`config.mk`:
```
export PLATFORM = sky130hd
export DESIGN_NAME = sld_decoder
export DESIGN_NICKNAME = d
export VERILOG_FILES = /design/src/include/sld_pkg.sv /design/src/design/sld_mask_gen.sv /design/src/design/sld_mt_decode.sv /design/src/design/sld_decoder.sv
export SDC_FILE = /design/constraint.sdc
export NUM_CORES = 1
export LEC_CHECK = 0
export ABC_CLOCK_PERIOD_IN_PS = 2150
export BUFFER_PORTS_ARGS = -buffer_cell sky130_fd_sc_hd__buf_2
export CORE_ASPECT_RATIO = 1.5
export CORE_MARGIN = 2
export CORE_UTILIZATION = 40
export CTS_CLUSTER_SIZE = 8
export DETAILED_ROUTE_END_ITERATION = 8
export GPL_TIMING_DRIVEN = 0
export PLACE_DENSITY = 0.82
export SLEW_MARGIN = 10
export SYNTH_ARGS = -nofsm -noshare
export SYNTH_HDL_FRONTEND = slang
export SYNTH_SLANG_ARGS = --single-unit
```
`constraint.sdc`:
```
create_clock -name clk_i -period 2.15 [get_ports clk_i]
set_clock_uncertainty 0.1 [all_clocks]
set_input_delay 0.215 -clock clk_i [delete_from_list [all_inputs] [get_ports clk_i]]
set_output_delay 0.215 -clock clk_i [all_outputs]
set_load 0.02 [all_outputs]
```
`src/include/sld_pkg.sv`:
```
// Package for the third-level second-stage entry decoder
package sld_pkg;
    // Entry bit positions
    localparam int BIT_READ     = 0;
    localparam int BIT_WRITE    = 1;
    localparam int BIT_EXEC     = 2;
    localparam int EMT_LO       = 3;
    localparam int EMT_HI       = 5;
    localparam int BIT_IGNORE_ATTR_TABLE     = 6;
    localparam int BIT_SIZE     = 7;
    localparam int BIT_ACCESSED = 8;
    localparam int BIT_DIRTY    = 9;
    localparam int BIT_SNOOP    = 11;
    localparam int BIT_RSV62    = 62;
    localparam int RSV_TOP      = 51;
    localparam int LEAF_LO      = 30;
    localparam int DIR_LO       = 12;
    localparam int LEAF_RSV_HI  = 29;
    localparam int PA_W         = 52;
    // Table mode and walk type codes
    localparam logic [1:0] TM_LEGACY     = 2'h0;
    localparam logic [2:0] WT_SS_ONLY    = 3'h2;
    localparam logic [2:0] WT_NESTED     = 3'h3;
    // Memory type codes
    localparam logic [2:0] MT_UC = 3'h0;
    localparam logic [2:0] MT_WC = 3'h1;
    localparam logic [2:0] MT_WT = 3'h4;
    localparam logic [2:0] MT_WP = 3'h5;
    localparam logic [2:0] MT_WB = 3'h6;
    // Register offsets (byte addresses)
    localparam logic [3:0] ADR_CTRL   = 4'h0;
    localparam logic [3:0] ADR_STATUS = 4'h4;
    localparam logic [3:0] ADR_MASK   = 4'h8;
    localparam logic [3:0] ADR_LAST   = 4'hc;
    // Control register fields
    localparam int CTL_LPS = 0;
    localparam int CTL_ZLR = 1;
    // Status bits
    localparam int ST_DONE  = 0;
    localparam int ST_FAULT = 1;
    localparam int ST_W     = 2;

    // Request from the walker
    typedef struct packed {
        logic [63:0] entry;
        logic        ad_enable;
        logic        emt_enable;
        logic [1:0]  table_mode;
        logic [2:0]  walk_type;
        logic        exec_enable;
        logic        coherent;
        logic        is_read;
        logic        is_write;
        logic        is_exec;
        logic        zero_len;
        logic        prev_r;
        logic        prev_w;
        logic        prev_x;
    } sld_req_type;

    // Decoded answer
    typedef struct packed {
        logic             fault;
        logic             leaf;
        logic [PA_W-1:0]  base;
        logic             perm_r;
        logic             perm_w;
        logic             perm_x;
        logic             allowed;
        logic             mark_acc;
        logic             mark_dirty;
        logic             use_emt;
        logic [2:0]       mem_type;
        logic             mt_reserved;
        logic             use_attr_table;
    } sld_rsp_type;
endpackage : sld_pkg

```
`src/design/sld_mask_gen.sv`:
```
// Reserved-bit mask generator for a given host address width
`timescale 1ns/1ps
`default_nettype none
module sld_mask_gen
    import sld_pkg::*;
#(
    parameter int HOST_ADDR_WIDTH = 48
) (
    // Mask outputs
    output logic [63:0] hi_rsv_o,
    output logic [63:0] addr_leaf_o,
    output logic [63:0] addr_dir_o
);
    // One bit per position
    for (genvar b = 0; b < 64; b++) begin : g_bit
        assign hi_rsv_o[b]    = (b >= HOST_ADDR_WIDTH) && (b <= RSV_TOP);
        assign addr_leaf_o[b] = (b >= LEAF_LO) && (b < HOST_ADDR_WIDTH);
        assign addr_dir_o[b]  = (b >= DIR_LO) && (b < HOST_ADDR_WIDTH);
    end
endmodule : sld_mask_gen
`default_nettype wire

```
`src/design/sld_mt_decode.sv`:
```
// Memory type decoder
`timescale 1ns/1ps
`default_nettype none
module sld_mt_decode
    import sld_pkg::*;
(
    // Code in, reserved flag out
    input  wire logic [2:0] code_i,
    output logic            reserved_o
);
    // Legal codes only
    always_comb begin
        case (code_i)
            MT_UC, MT_WC, MT_WT, MT_WP, MT_WB: reserved_o = 1'b0;
            default:                           reserved_o = 1'b1;
        endcase
    end
endmodule : sld_mt_decode
`default_nettype wire

```
`src/design/sld_decoder.sv`:
```
// Third-level second-stage page-table entry decoder with Wishbone registers
//
// Design decisions made here: the address map and the Wishbone interface to the registers.
`timescale 1ns/1ps
`default_nettype none
module sld_decoder
    import sld_pkg::*;
#(
    parameter int HOST_ADDR_WIDTH = 48
) (
    // Clock and reset
    input  wire logic        clk_i,
    input  wire logic        rst_i,
    // Walker request and answer
    input  wire logic        req_valid_i,
    input  var  sld_req_type req_i,
    output logic             rsp_valid_o,
    output sld_rsp_type      rsp_o,
    // Wishbone slave
    input  wire logic        wb_cyc_i,
    input  wire logic        wb_stb_i,
    input  wire logic        wb_we_i,
    input  wire logic [3:0]  wb_adr_i,
    input  wire logic [3:0]  wb_sel_i,
    input  wire logic [31:0] wb_dat_i,
    output logic [31:0]      wb_dat_o,
    output logic             wb_ack_o,
    // Interrupt
    output logic             irq_o
);
    // Width check
    initial begin
        if (HOST_ADDR_WIDTH < 31 || HOST_ADDR_WIDTH > 52) $error("sld_decoder: HOST_ADDR_WIDTH out of range");
    end

    logic [63:0] hi_rsv;
    logic [63:0] addr_leaf;
    logic [63:0] addr_dir;
    logic        mt_rsv;
    logic [1:0]  ctrl_reg;
    logic [2:0]  status_reg;
    logic [2:0]  mask_reg;
    logic [31:0] last_reg;
    sld_rsp_type rsp_next;
    logic [2:0]  ev;

    // Mask generator
    sld_mask_gen #(.HOST_ADDR_WIDTH(HOST_ADDR_WIDTH)) u_mask (
        .hi_rsv_o    (hi_rsv),
        .addr_leaf_o (addr_leaf),
        .addr_dir_o  (addr_dir)
    );

    // Memory type checker
    sld_mt_decode u_mt (
        .code_i     (req_i.entry[EMT_HI:EMT_LO]),
        .reserved_o (mt_rsv)
    );

    // Combinational decode of one entry
    always_comb begin
        logic [63:0] e;
        logic        lps;
        logic        leaf;
        logic        rsv_bad;
        logic        typing;
        logic        rd_ok;
        logic        wr_ok;
        logic        ex_ok;
        e        = req_i.entry;
        lps      = ctrl_reg[CTL_LPS];
        rsp_next = '0;
        // Size bit selects form only with large-page support
        leaf     = lps && e[BIT_SIZE];
        rsv_bad  = e[BIT_RSV62] || |(e & hi_rsv);
        if (!lps && e[BIT_SIZE]) begin
            rsv_bad = 1'b1;
        end
        if (leaf) begin
            rsv_bad = rsv_bad || |e[LEAF_RSV_HI:DIR_LO];
            rsp_next.base = e[PA_W-1:0] & addr_leaf[PA_W-1:0];
        end else begin
            rsv_bad = rsv_bad || e[BIT_SNOOP];
            rsp_next.base = e[PA_W-1:0] & addr_dir[PA_W-1:0];
        end
        rsp_next.leaf  = leaf;
        rsp_next.fault = rsv_bad;
        // Permissions, combined with upper levels
        rsp_next.perm_r = e[BIT_READ] && req_i.prev_r;
        rsp_next.perm_w = e[BIT_WRITE] && req_i.prev_w;
        rsp_next.perm_x = (!req_i.exec_enable || e[BIT_EXEC]) && req_i.prev_x;
        rd_ok = rsp_next.perm_r
             || (ctrl_reg[CTL_ZLR] && req_i.zero_len && rsp_next.perm_w);
        wr_ok = rsp_next.perm_w;
        ex_ok = rsp_next.perm_x;
        rsp_next.allowed = !rsv_bad
             && (!req_i.is_read || rd_ok)
             && (!req_i.is_write || wr_ok)
             && (!req_i.is_exec || ex_ok);
        // Access and dirty marking
        rsp_next.mark_acc   = req_i.ad_enable && rsp_next.allowed;
        rsp_next.mark_dirty = req_i.ad_enable && leaf && rsp_next.allowed
             && req_i.is_write;
        // Memory typing
        typing = req_i.emt_enable && (req_i.table_mode != TM_LEGACY);
        rsp_next.use_emt = typing && leaf && req_i.coherent
             && (req_i.walk_type == WT_SS_ONLY || req_i.walk_type == WT_NESTED);
        rsp_next.mem_type    = rsp_next.use_emt ? e[EMT_HI:EMT_LO] : MT_UC;
        rsp_next.mt_reserved = rsp_next.use_emt && mt_rsv;
        rsp_next.use_attr_table = !(typing && leaf && req_i.coherent
             && req_i.walk_type == WT_NESTED && e[BIT_IGNORE_ATTR_TABLE]);
    end

    // Answer register, one cycle after request
    always_ff @(posedge clk_i) begin
        if (rst_i) begin
            rsp_valid_o <= 1'b0;
            rsp_o       <= '0;
        end else begin
            rsp_valid_o <= req_valid_i;
            if (req_valid_i) begin
                rsp_o <= rsp_next;
            end
        end
    end

    // Events from a decoded entry
    assign ev[ST_DONE]  = req_valid_i;
    assign ev[ST_FAULT] = req_valid_i && rsp_next.fault;
    assign ev[ST_W]     = req_valid_i && rsp_next.mt_reserved;

    logic wb_hit;
    assign wb_hit = wb_cyc_i && wb_stb_i && !wb_ack_o;

    // Wishbone ack, one wait state
    always_ff @(posedge clk_i) begin
        if (rst_i) begin
            wb_ack_o <= 1'b0;
        end else begin
            wb_ack_o <= wb_hit;
        end
    end

    // Control and mask writes
    always_ff @(posedge clk_i) begin
        if (rst_i) begin
            ctrl_reg <= 2'h0;
            mask_reg <= 3'h0;
        end else if (wb_hit && wb_we_i && wb_sel_i[0]) begin
            if (wb_adr_i == ADR_CTRL) begin
                ctrl_reg <= wb_dat_i[1:0];
            end else if (wb_adr_i == ADR_MASK) begin
                mask_reg <= wb_dat_i[2:0];
            end
        end
    end

    // Sticky status, set wins over write-one clear
    always_ff @(posedge clk_i) begin
        if (rst_i) begin
            status_reg <= 3'h0;
        end else if (wb_hit && wb_we_i && wb_sel_i[0] && wb_adr_i == ADR_STATUS) begin
            status_reg <= (status_reg & ~wb_dat_i[2:0]) | ev;
        end else begin
            status_reg <= status_reg | ev;
        end
    end

    // Last decoded entry low word
    always_ff @(posedge clk_i) begin
        if (rst_i) begin
            last_reg <= 32'h0;
        end else if (req_valid_i) begin
            last_reg <= req_i.entry[31:0];
        end
    end

    // Read data
    always_ff @(posedge clk_i) begin
        if (rst_i) begin
            wb_dat_o <= 32'h0;
        end else if (wb_hit && !wb_we_i) begin
            if (wb_adr_i == ADR_CTRL) begin
                wb_dat_o <= {30'h0, ctrl_reg};
            end else if (wb_adr_i == ADR_STATUS) begin
                wb_dat_o <= {29'h0, status_reg};
            end else if (wb_adr_i == ADR_MASK) begin
                wb_dat_o <= {29'h0, mask_reg};
            end else if (wb_adr_i == ADR_LAST) begin
                wb_dat_o <= last_reg;
            end else begin
                wb_dat_o <= 32'h0;
            end
        end
    end

    // Interrupt level
    always_ff @(posedge clk_i) begin
        if (rst_i) begin
            irq_o <= 1'b0;
        end else begin
            irq_o <= |((status_reg | ev) & mask_reg);
        end
    end

    // Checks
    a_fault_on_rsv: assert property (@(posedge clk_i) disable iff (rst_i)
        req_valid_i && req_i.entry[BIT_RSV62] |=> rsp_valid_o && rsp_o.fault)
        else $error("reserved bit 62 did not fault");
    a_write_denied: assert property (@(posedge clk_i) disable iff (rst_i)
        req_valid_i && !req_i.entry[BIT_WRITE] |=> !rsp_o.perm_w)
        else $error("write granted with bit 1 clear");
    a_read_denied: assert property (@(posedge clk_i) disable iff (rst_i)
        req_valid_i && !req_i.entry[BIT_READ] |=> !rsp_o.perm_r)
        else $error("read granted with bit 0 clear");
    a_exec_denied: assert property (@(posedge clk_i) disable iff (rst_i)
        req_valid_i && req_i.exec_enable && !req_i.entry[BIT_EXEC] |=> !rsp_o.perm_x)
        else $error("exec granted with bit 2 clear");
    a_leaf_needs_lps: assert property (@(posedge clk_i) disable iff (rst_i)
        req_valid_i && !ctrl_reg[CTL_LPS] |=> !rsp_o.leaf)
        else $error("leaf without large-page support");
    a_leaf_size: assert property (@(posedge clk_i) disable iff (rst_i)
        req_valid_i && ctrl_reg[CTL_LPS] |=> rsp_o.leaf == $past(req_i.entry[BIT_SIZE]))
        else $error("leaf flag mismatch");
    a_legacy_no_emt: assert property (@(posedge clk_i) disable iff (rst_i)
        req_valid_i && req_i.table_mode == TM_LEGACY |=> !rsp_o.use_emt && rsp_o.use_attr_table)
        else $error("typing used in legacy mode");
    a_acc_off: assert property (@(posedge clk_i) disable iff (rst_i)
        req_valid_i && !req_i.ad_enable |=> !rsp_o.mark_acc && !rsp_o.mark_dirty)
        else $error("access marked with tracking off");
    a_ignore_attr_table_nested: assert property (@(posedge clk_i) disable iff (rst_i)
        req_valid_i && req_i.walk_type != WT_NESTED |=> rsp_o.use_attr_table)
        else $error("attr table skipped outside nested walk");
    a_upper_deny: assert property (@(posedge clk_i) disable iff (rst_i)
        req_valid_i && !req_i.prev_w |=> !rsp_o.perm_w)
        else $error("upper-level write denial lost");
    c_leaf: cover property (@(posedge clk_i) rsp_valid_o && rsp_o.leaf && rsp_o.allowed);
    c_dir: cover property (@(posedge clk_i) rsp_valid_o && !rsp_o.leaf && rsp_o.allowed);
    c_fault: cover property (@(posedge clk_i) rsp_valid_o && rsp_o.fault);
    c_irq: cover property (@(posedge clk_i) irq_o);
endmodule : sld_decoder
`default_nettype wire

```
# Word level (Yosys, flattened, before mapping)
# Cells that the tools add are included.
# W data, S select, Z words.
# op_classes
n_mux,10
n_reduce_logical,56
eq_ne,9
n_bitwise,6
# ops
cell,n
$mux W32,4
$mux W30,1
$logic_and A1 B1 Y1,29
$reduce_or A18 Y1,1
$eq A3 B3 Y1 const B,3
$logic_not A1 Y1,9
$logic_or A1 B1 Y1,9
$eq A4 B4 Y1 const B,2
$and A3 B3 Y3,2
$eq A3 B2 Y1 const B,2
$mux W3,2
$or A3 B3 Y3,2
$reduce_or A5 Y1,1
$eq A4 B3 Y1 const B,1
$logic_not A4 Y1,1
$reduce_or A4 Y1,1
$eq A3 B1 Y1 const B,1
$logic_not A3 Y1,1
$mux W1,3
$not A3 Y3,1
$reduce_and A3 Y1,1
$reduce_or A3 Y1,1
$reduce_and A2 Y1,1
$reduce_bool A2 Y1,1
$not A1 Y1,1
# word_totals
output_inout_bits,101
regBits,137
wordCells,102

# Longest topological paths before layout
# logic_depth
word_depth,11
ltp_mapped,7
mapped_depth_nobuf,4

# Modules after synthesis
# A second synthesis with hierarchy kept.
# unflattened
cells_unflattened,858
area_unflattened_um2,7646.1
# by_module_without_submodules
module,area_per_inst_um2,instances,cells_per_inst
sld_decoder,6185.9,1,662
sld_mask_gen,1448.9,1,194
sld_mt_decode,11.3,1,2

# Least setup slack after synthesis
# Ideal clock, no wire load.
# synth_path
path_type,flip-flop to flip-flop
startpoint,reg wb_ack_o
endpoint,reg wb_dat_o[21]
required_time_ns,1.985
arrival_time_ns,1.450
path_slack_ns,0.535
n_path_buf,3
stages_incl_launch_ff,8
period_less_slack_ns,1.615
cell_sequence,dfxtp_1 > nand4bb_1 > clkbuf_1 > nor4_2 > buf_2 > buf_4 > a22oi_1 > nor2_1
# synth_between
elab_chain_cells,3
# synth_lines
element,line,source
start: declaration,sld_decoder.sv:27,"output logic wb_ack_o,"
start signal: assignment,sld_decoder.sv:140,wb_ack_o <= wb_hit;
$logic_not A1 Y1,sld_decoder.sv:133,assign wb_hit = wb_cyc_i && wb_stb_i && !wb_ack_o;
$logic_and A1 B1 Y1,sld_decoder.sv:133,
$logic_and A1 B1 Y1,sld_decoder.sv:182,end else if (wb_hit && !wb_we_i) begin
end signal: assignment,sld_decoder.sv:184,"wb_dat_o <= {30'h0, ctrl_reg};"
end signal: assignment,sld_decoder.sv:186,"wb_dat_o <= {29'h0, status_reg};"
end signal: assignment,sld_decoder.sv:188,"wb_dat_o <= {29'h0, mask_reg};"
end: declaration,sld_decoder.sv:26,"output logic [31:0] wb_dat_o,"
# Every way passes these cells.
# A chain may end at the register's enable or synchronous reset.

# Worst setup path in the final report
# layout_path
startpoint,in req_i[29] (netlist name)
endpoint,reg irq_o
# layout_between
elab_chain_cells,7
# layout_lines
element,line,source
start: declaration,sld_decoder.sv:16,"input var sld_req_type req_i,"
$reduce_or A18 Y1,sld_decoder.sv:80,rsv_bad = rsv_bad || |e[LEAF_RSV_HI:DIR_LO];
$logic_or A1 B1 Y1,sld_decoder.sv:80,
$mux W1,sld_decoder.sv:79,if (leaf) begin
$logic_and A1 B1 Y1,sld_decoder.sv:129,assign ev[ST_FAULT] = req_valid_i && rsp_next.fault;
$or A3 B3 Y3,sld_decoder.sv:202,irq_o <= |((status_reg | ev) & mask_reg);
$and A3 B3 Y3,sld_decoder.sv:202,
$reduce_or A3 Y1,sld_decoder.sv:202,
end signal: assignment,sld_decoder.sv:202,
end: declaration,sld_decoder.sv:29,output logic irq_o
# Every way passes these cells.

==> run metrics <==
status finished clean; die area between 10000 and 15000 sq um; row count between 40 and 50; Final Cycle Share 0.956; worst path bufs/invs 2; Worst-Skew Late Latency ~0.40 ns; initial antenna violation count 0; GR Overflow Total 0; first-pass GRT wire length roughly 22000 um; Tot Pwr 5.80 mW; Post-Route Utilization 0.596; Final Setup Violations 0; Required @ worst endpoint between 2 and 2.5 ns; Die W around 93 um; Starting Density 0.411; Crit path max-delay family buffers and inverters; fraction of registers with async set/reset 0; initial DRC count between 150 and 200; VDD IR max slightly below 600 uV; Pwr per Cell Area around 840 nW/um^2; largest area contributor in the netlist dfxtp_1; TritonCTS sink count 123; cells after synthesis 493; Antenna Nets Post-Route 0; Post-Syn Area about 4700 sq um; main flop type after synthesis dfxtp_1; min-delay worst type primary input to register; largest net degree at the start of global routing 17; CTS Buf Count 17; total setup buffers inserted after CTS 0; Tmin final approximately 2 ns; I/O Buffers 165; Synth warnings 0; area delta synth->final 45.2%; Largest register FFs a little under 50; clk buf depth 2; Critical Path AT ~2.2 ns; nets@finish slightly below 900; Worst Path Max Fanout 6; Avg Inst Size Synth 9.61 sq um; via count between 4000 and 5000; worst-path cell chain dlygate4sd3_1 > buf_2 > nor4_1 > and3_1 > a31oi_1 > a311o_1; leakage power between 3 and 4 nW; GPL Wtd Cong 0.954; share of cells above drive strength 1 0.309; RSZ-0062 raised after global routing no; post-detail-place hpwl roughly 10000 um; Die H approximately 140 um; routed wire length between 10000 and 15000 um; Design Area, Final 6880 sq um; CTS H-Tree Depth 4; vias in the first global route between 4000 and 5000; slowest cell delay on critical path about 0.53 ns; dpl cell area slightly below 6000 sq um; GRT Overall Usage 0.226; Yosys cell types 41; total of max-cap violations 0; share of the yosys chip area belonging to registers 0.520; worst-margin pin slew 0.650 ns; top-area cell type share of the netlist area 0.520; critical path startpoint category primary input; clock-pin transition on the worst setup and hold timing paths ~0.060 ns; Clk Tree Root Cell clkbuf_16; Reg2Reg Setup Slack 0.15 ns; TritonCTS clock tree built; Max-slew headroom 0.565; Antenna diodes 0; setup TNS 0 ns; Core ar. about 12000 sq um; Vias/cell roughly 5.0; Post-synth EDFFs 0; IO Count about 230; top cells by area, synth dfxtp_1 52%, mux2i_1 11%, nor2_1 8.8%, a22oi_1 5.1%, nor2b_1 3.3%; flops & latches, synth ~120; Post-route DRC 0; DR WL/cell about 16 um; Setup Crit Path Kind primary input to register; Pre-antenna DRT Iters 5; Final Max Tran Viols 0; Worst setup EP type register; Max Freq about 0.5 GHz; Hold Violations, Final 0; critical path's slowest cell dlygate4sd3_1
## worst reg2reg max path, delay by kind of cell, from the launching register on
family	cells	cell delay, ns
AO/OA/AOI/OAI	2	0.46
flip-flops	1	0.37
AND/OR/NAND/NOR	1	0.39
buffers and inverters	1	0.57
## final timing paths
path / from / end / depth (start not counted)
setup reg to reg: ctrl_reg[0] / rsp_o[0] / 4
hold reg to reg: rsp_o[7] / rsp_o[7] / 2
setup / recovery: req_i[29] / irq_o / 6
hold / removal: req_i[16] / last_reg[0] / 3
## through the flow
stage	setup slack [ns]	instances	hold slack (ns)
6_report	0.0951	903	0.0159
5_1_grt	0.00569	903	0.0142
4_1_cts	0.102	903	0.00317
3_5_place_dp	0.121	823	0.340
3_3_place_gp	0.0679	823	0.340
2_1_floorplan	0.535	508	0.248
## synth_stat cells (2+ instances only)
cell,number
nand3_1,4
mux2i_1,54
inv_1,2
a21boi_0,2
a21oi_1,27
a22oi_1,32
o21ai_0,7
nor2_1,111
buf_4,19
dfxtp_1,123
clkbuf_1,21
a22o_1,2
and2_1,2
buf_1,2
mux4_2,2
nand4_1,6
a31oi_1,3
nor2b_1,25
nand2_1,6
nor4_1,4
and4bb_2,2
nor4_2,2
and3_1,4
nand2b_1,6
buf_2,9
## cells in the final DEF (no fill, tap or decap), types with 5 or more instances in the layout
cell	count
nor2_1	111
a21oi_1	27
conb_1	16
buf_2	173
clkbuf_1	21
nand2b_1	6
a22oi_1	32
nor2b_1	25
dlygate4sd3_1	48
dfxtp_1	123
nand2_1	6
mux2i_1	54
clkinv_4	5
buf_4	19
nand4_1	6
o21ai_0	7
clkbuf_16	17
## cells by family (layout without fill, tap and decap cells)
| logic type | Yosys count | count (layout) | synth area share |
|---|---|---|---|
| flip-flops | 123 | 123 | 0.520 |
| AO/OA/AOI/OAI | 79 | 79 | 0.109 |
| AND/OR/NAND/NOR | 180 | 180 | 0.185 |
| other | 1 | 16 | 0.000792 |
| buffers and inverters | 53 | 298 | 0.0594 |
| multiplexers | 57 | 57 | 0.126 |
## power by group
group          internal (mW)  switching [mW]
combinational          0.269           0.335
clock                   1.74            1.05
sequential              2.36          0.0452
total                   4.37            1.43
## layer usage
metal,up-vias,track usage,routed length [um],part of all wire
met3,28,0.0547,801,0.054
met5,-,0,0,0
met1,2144,0.234,5630,0.38
li1,2183,-,-,-
met4,0,0.0931,346,0.024
met2,176,0.429,7940,0.54
## final cells by class
class	count	area, sq um
plain buffers	51	277
clock buffers	18	439
clock inverters	14	149
fillers	1020	4650
inverters	2	7.51
multi-input cells	332	2050
flip-flops and latches	123	2460
well taps	150	188
repair buffers	213	1310
## timing repair
action,4_1_cts,5_1_grt
setup endpoints to repair,0,1
gates resized for setup,0,1
hold buffers,48,0
hold endpoints to repair,58,0
Note: power is estimated with default switching activity, not from simulation.
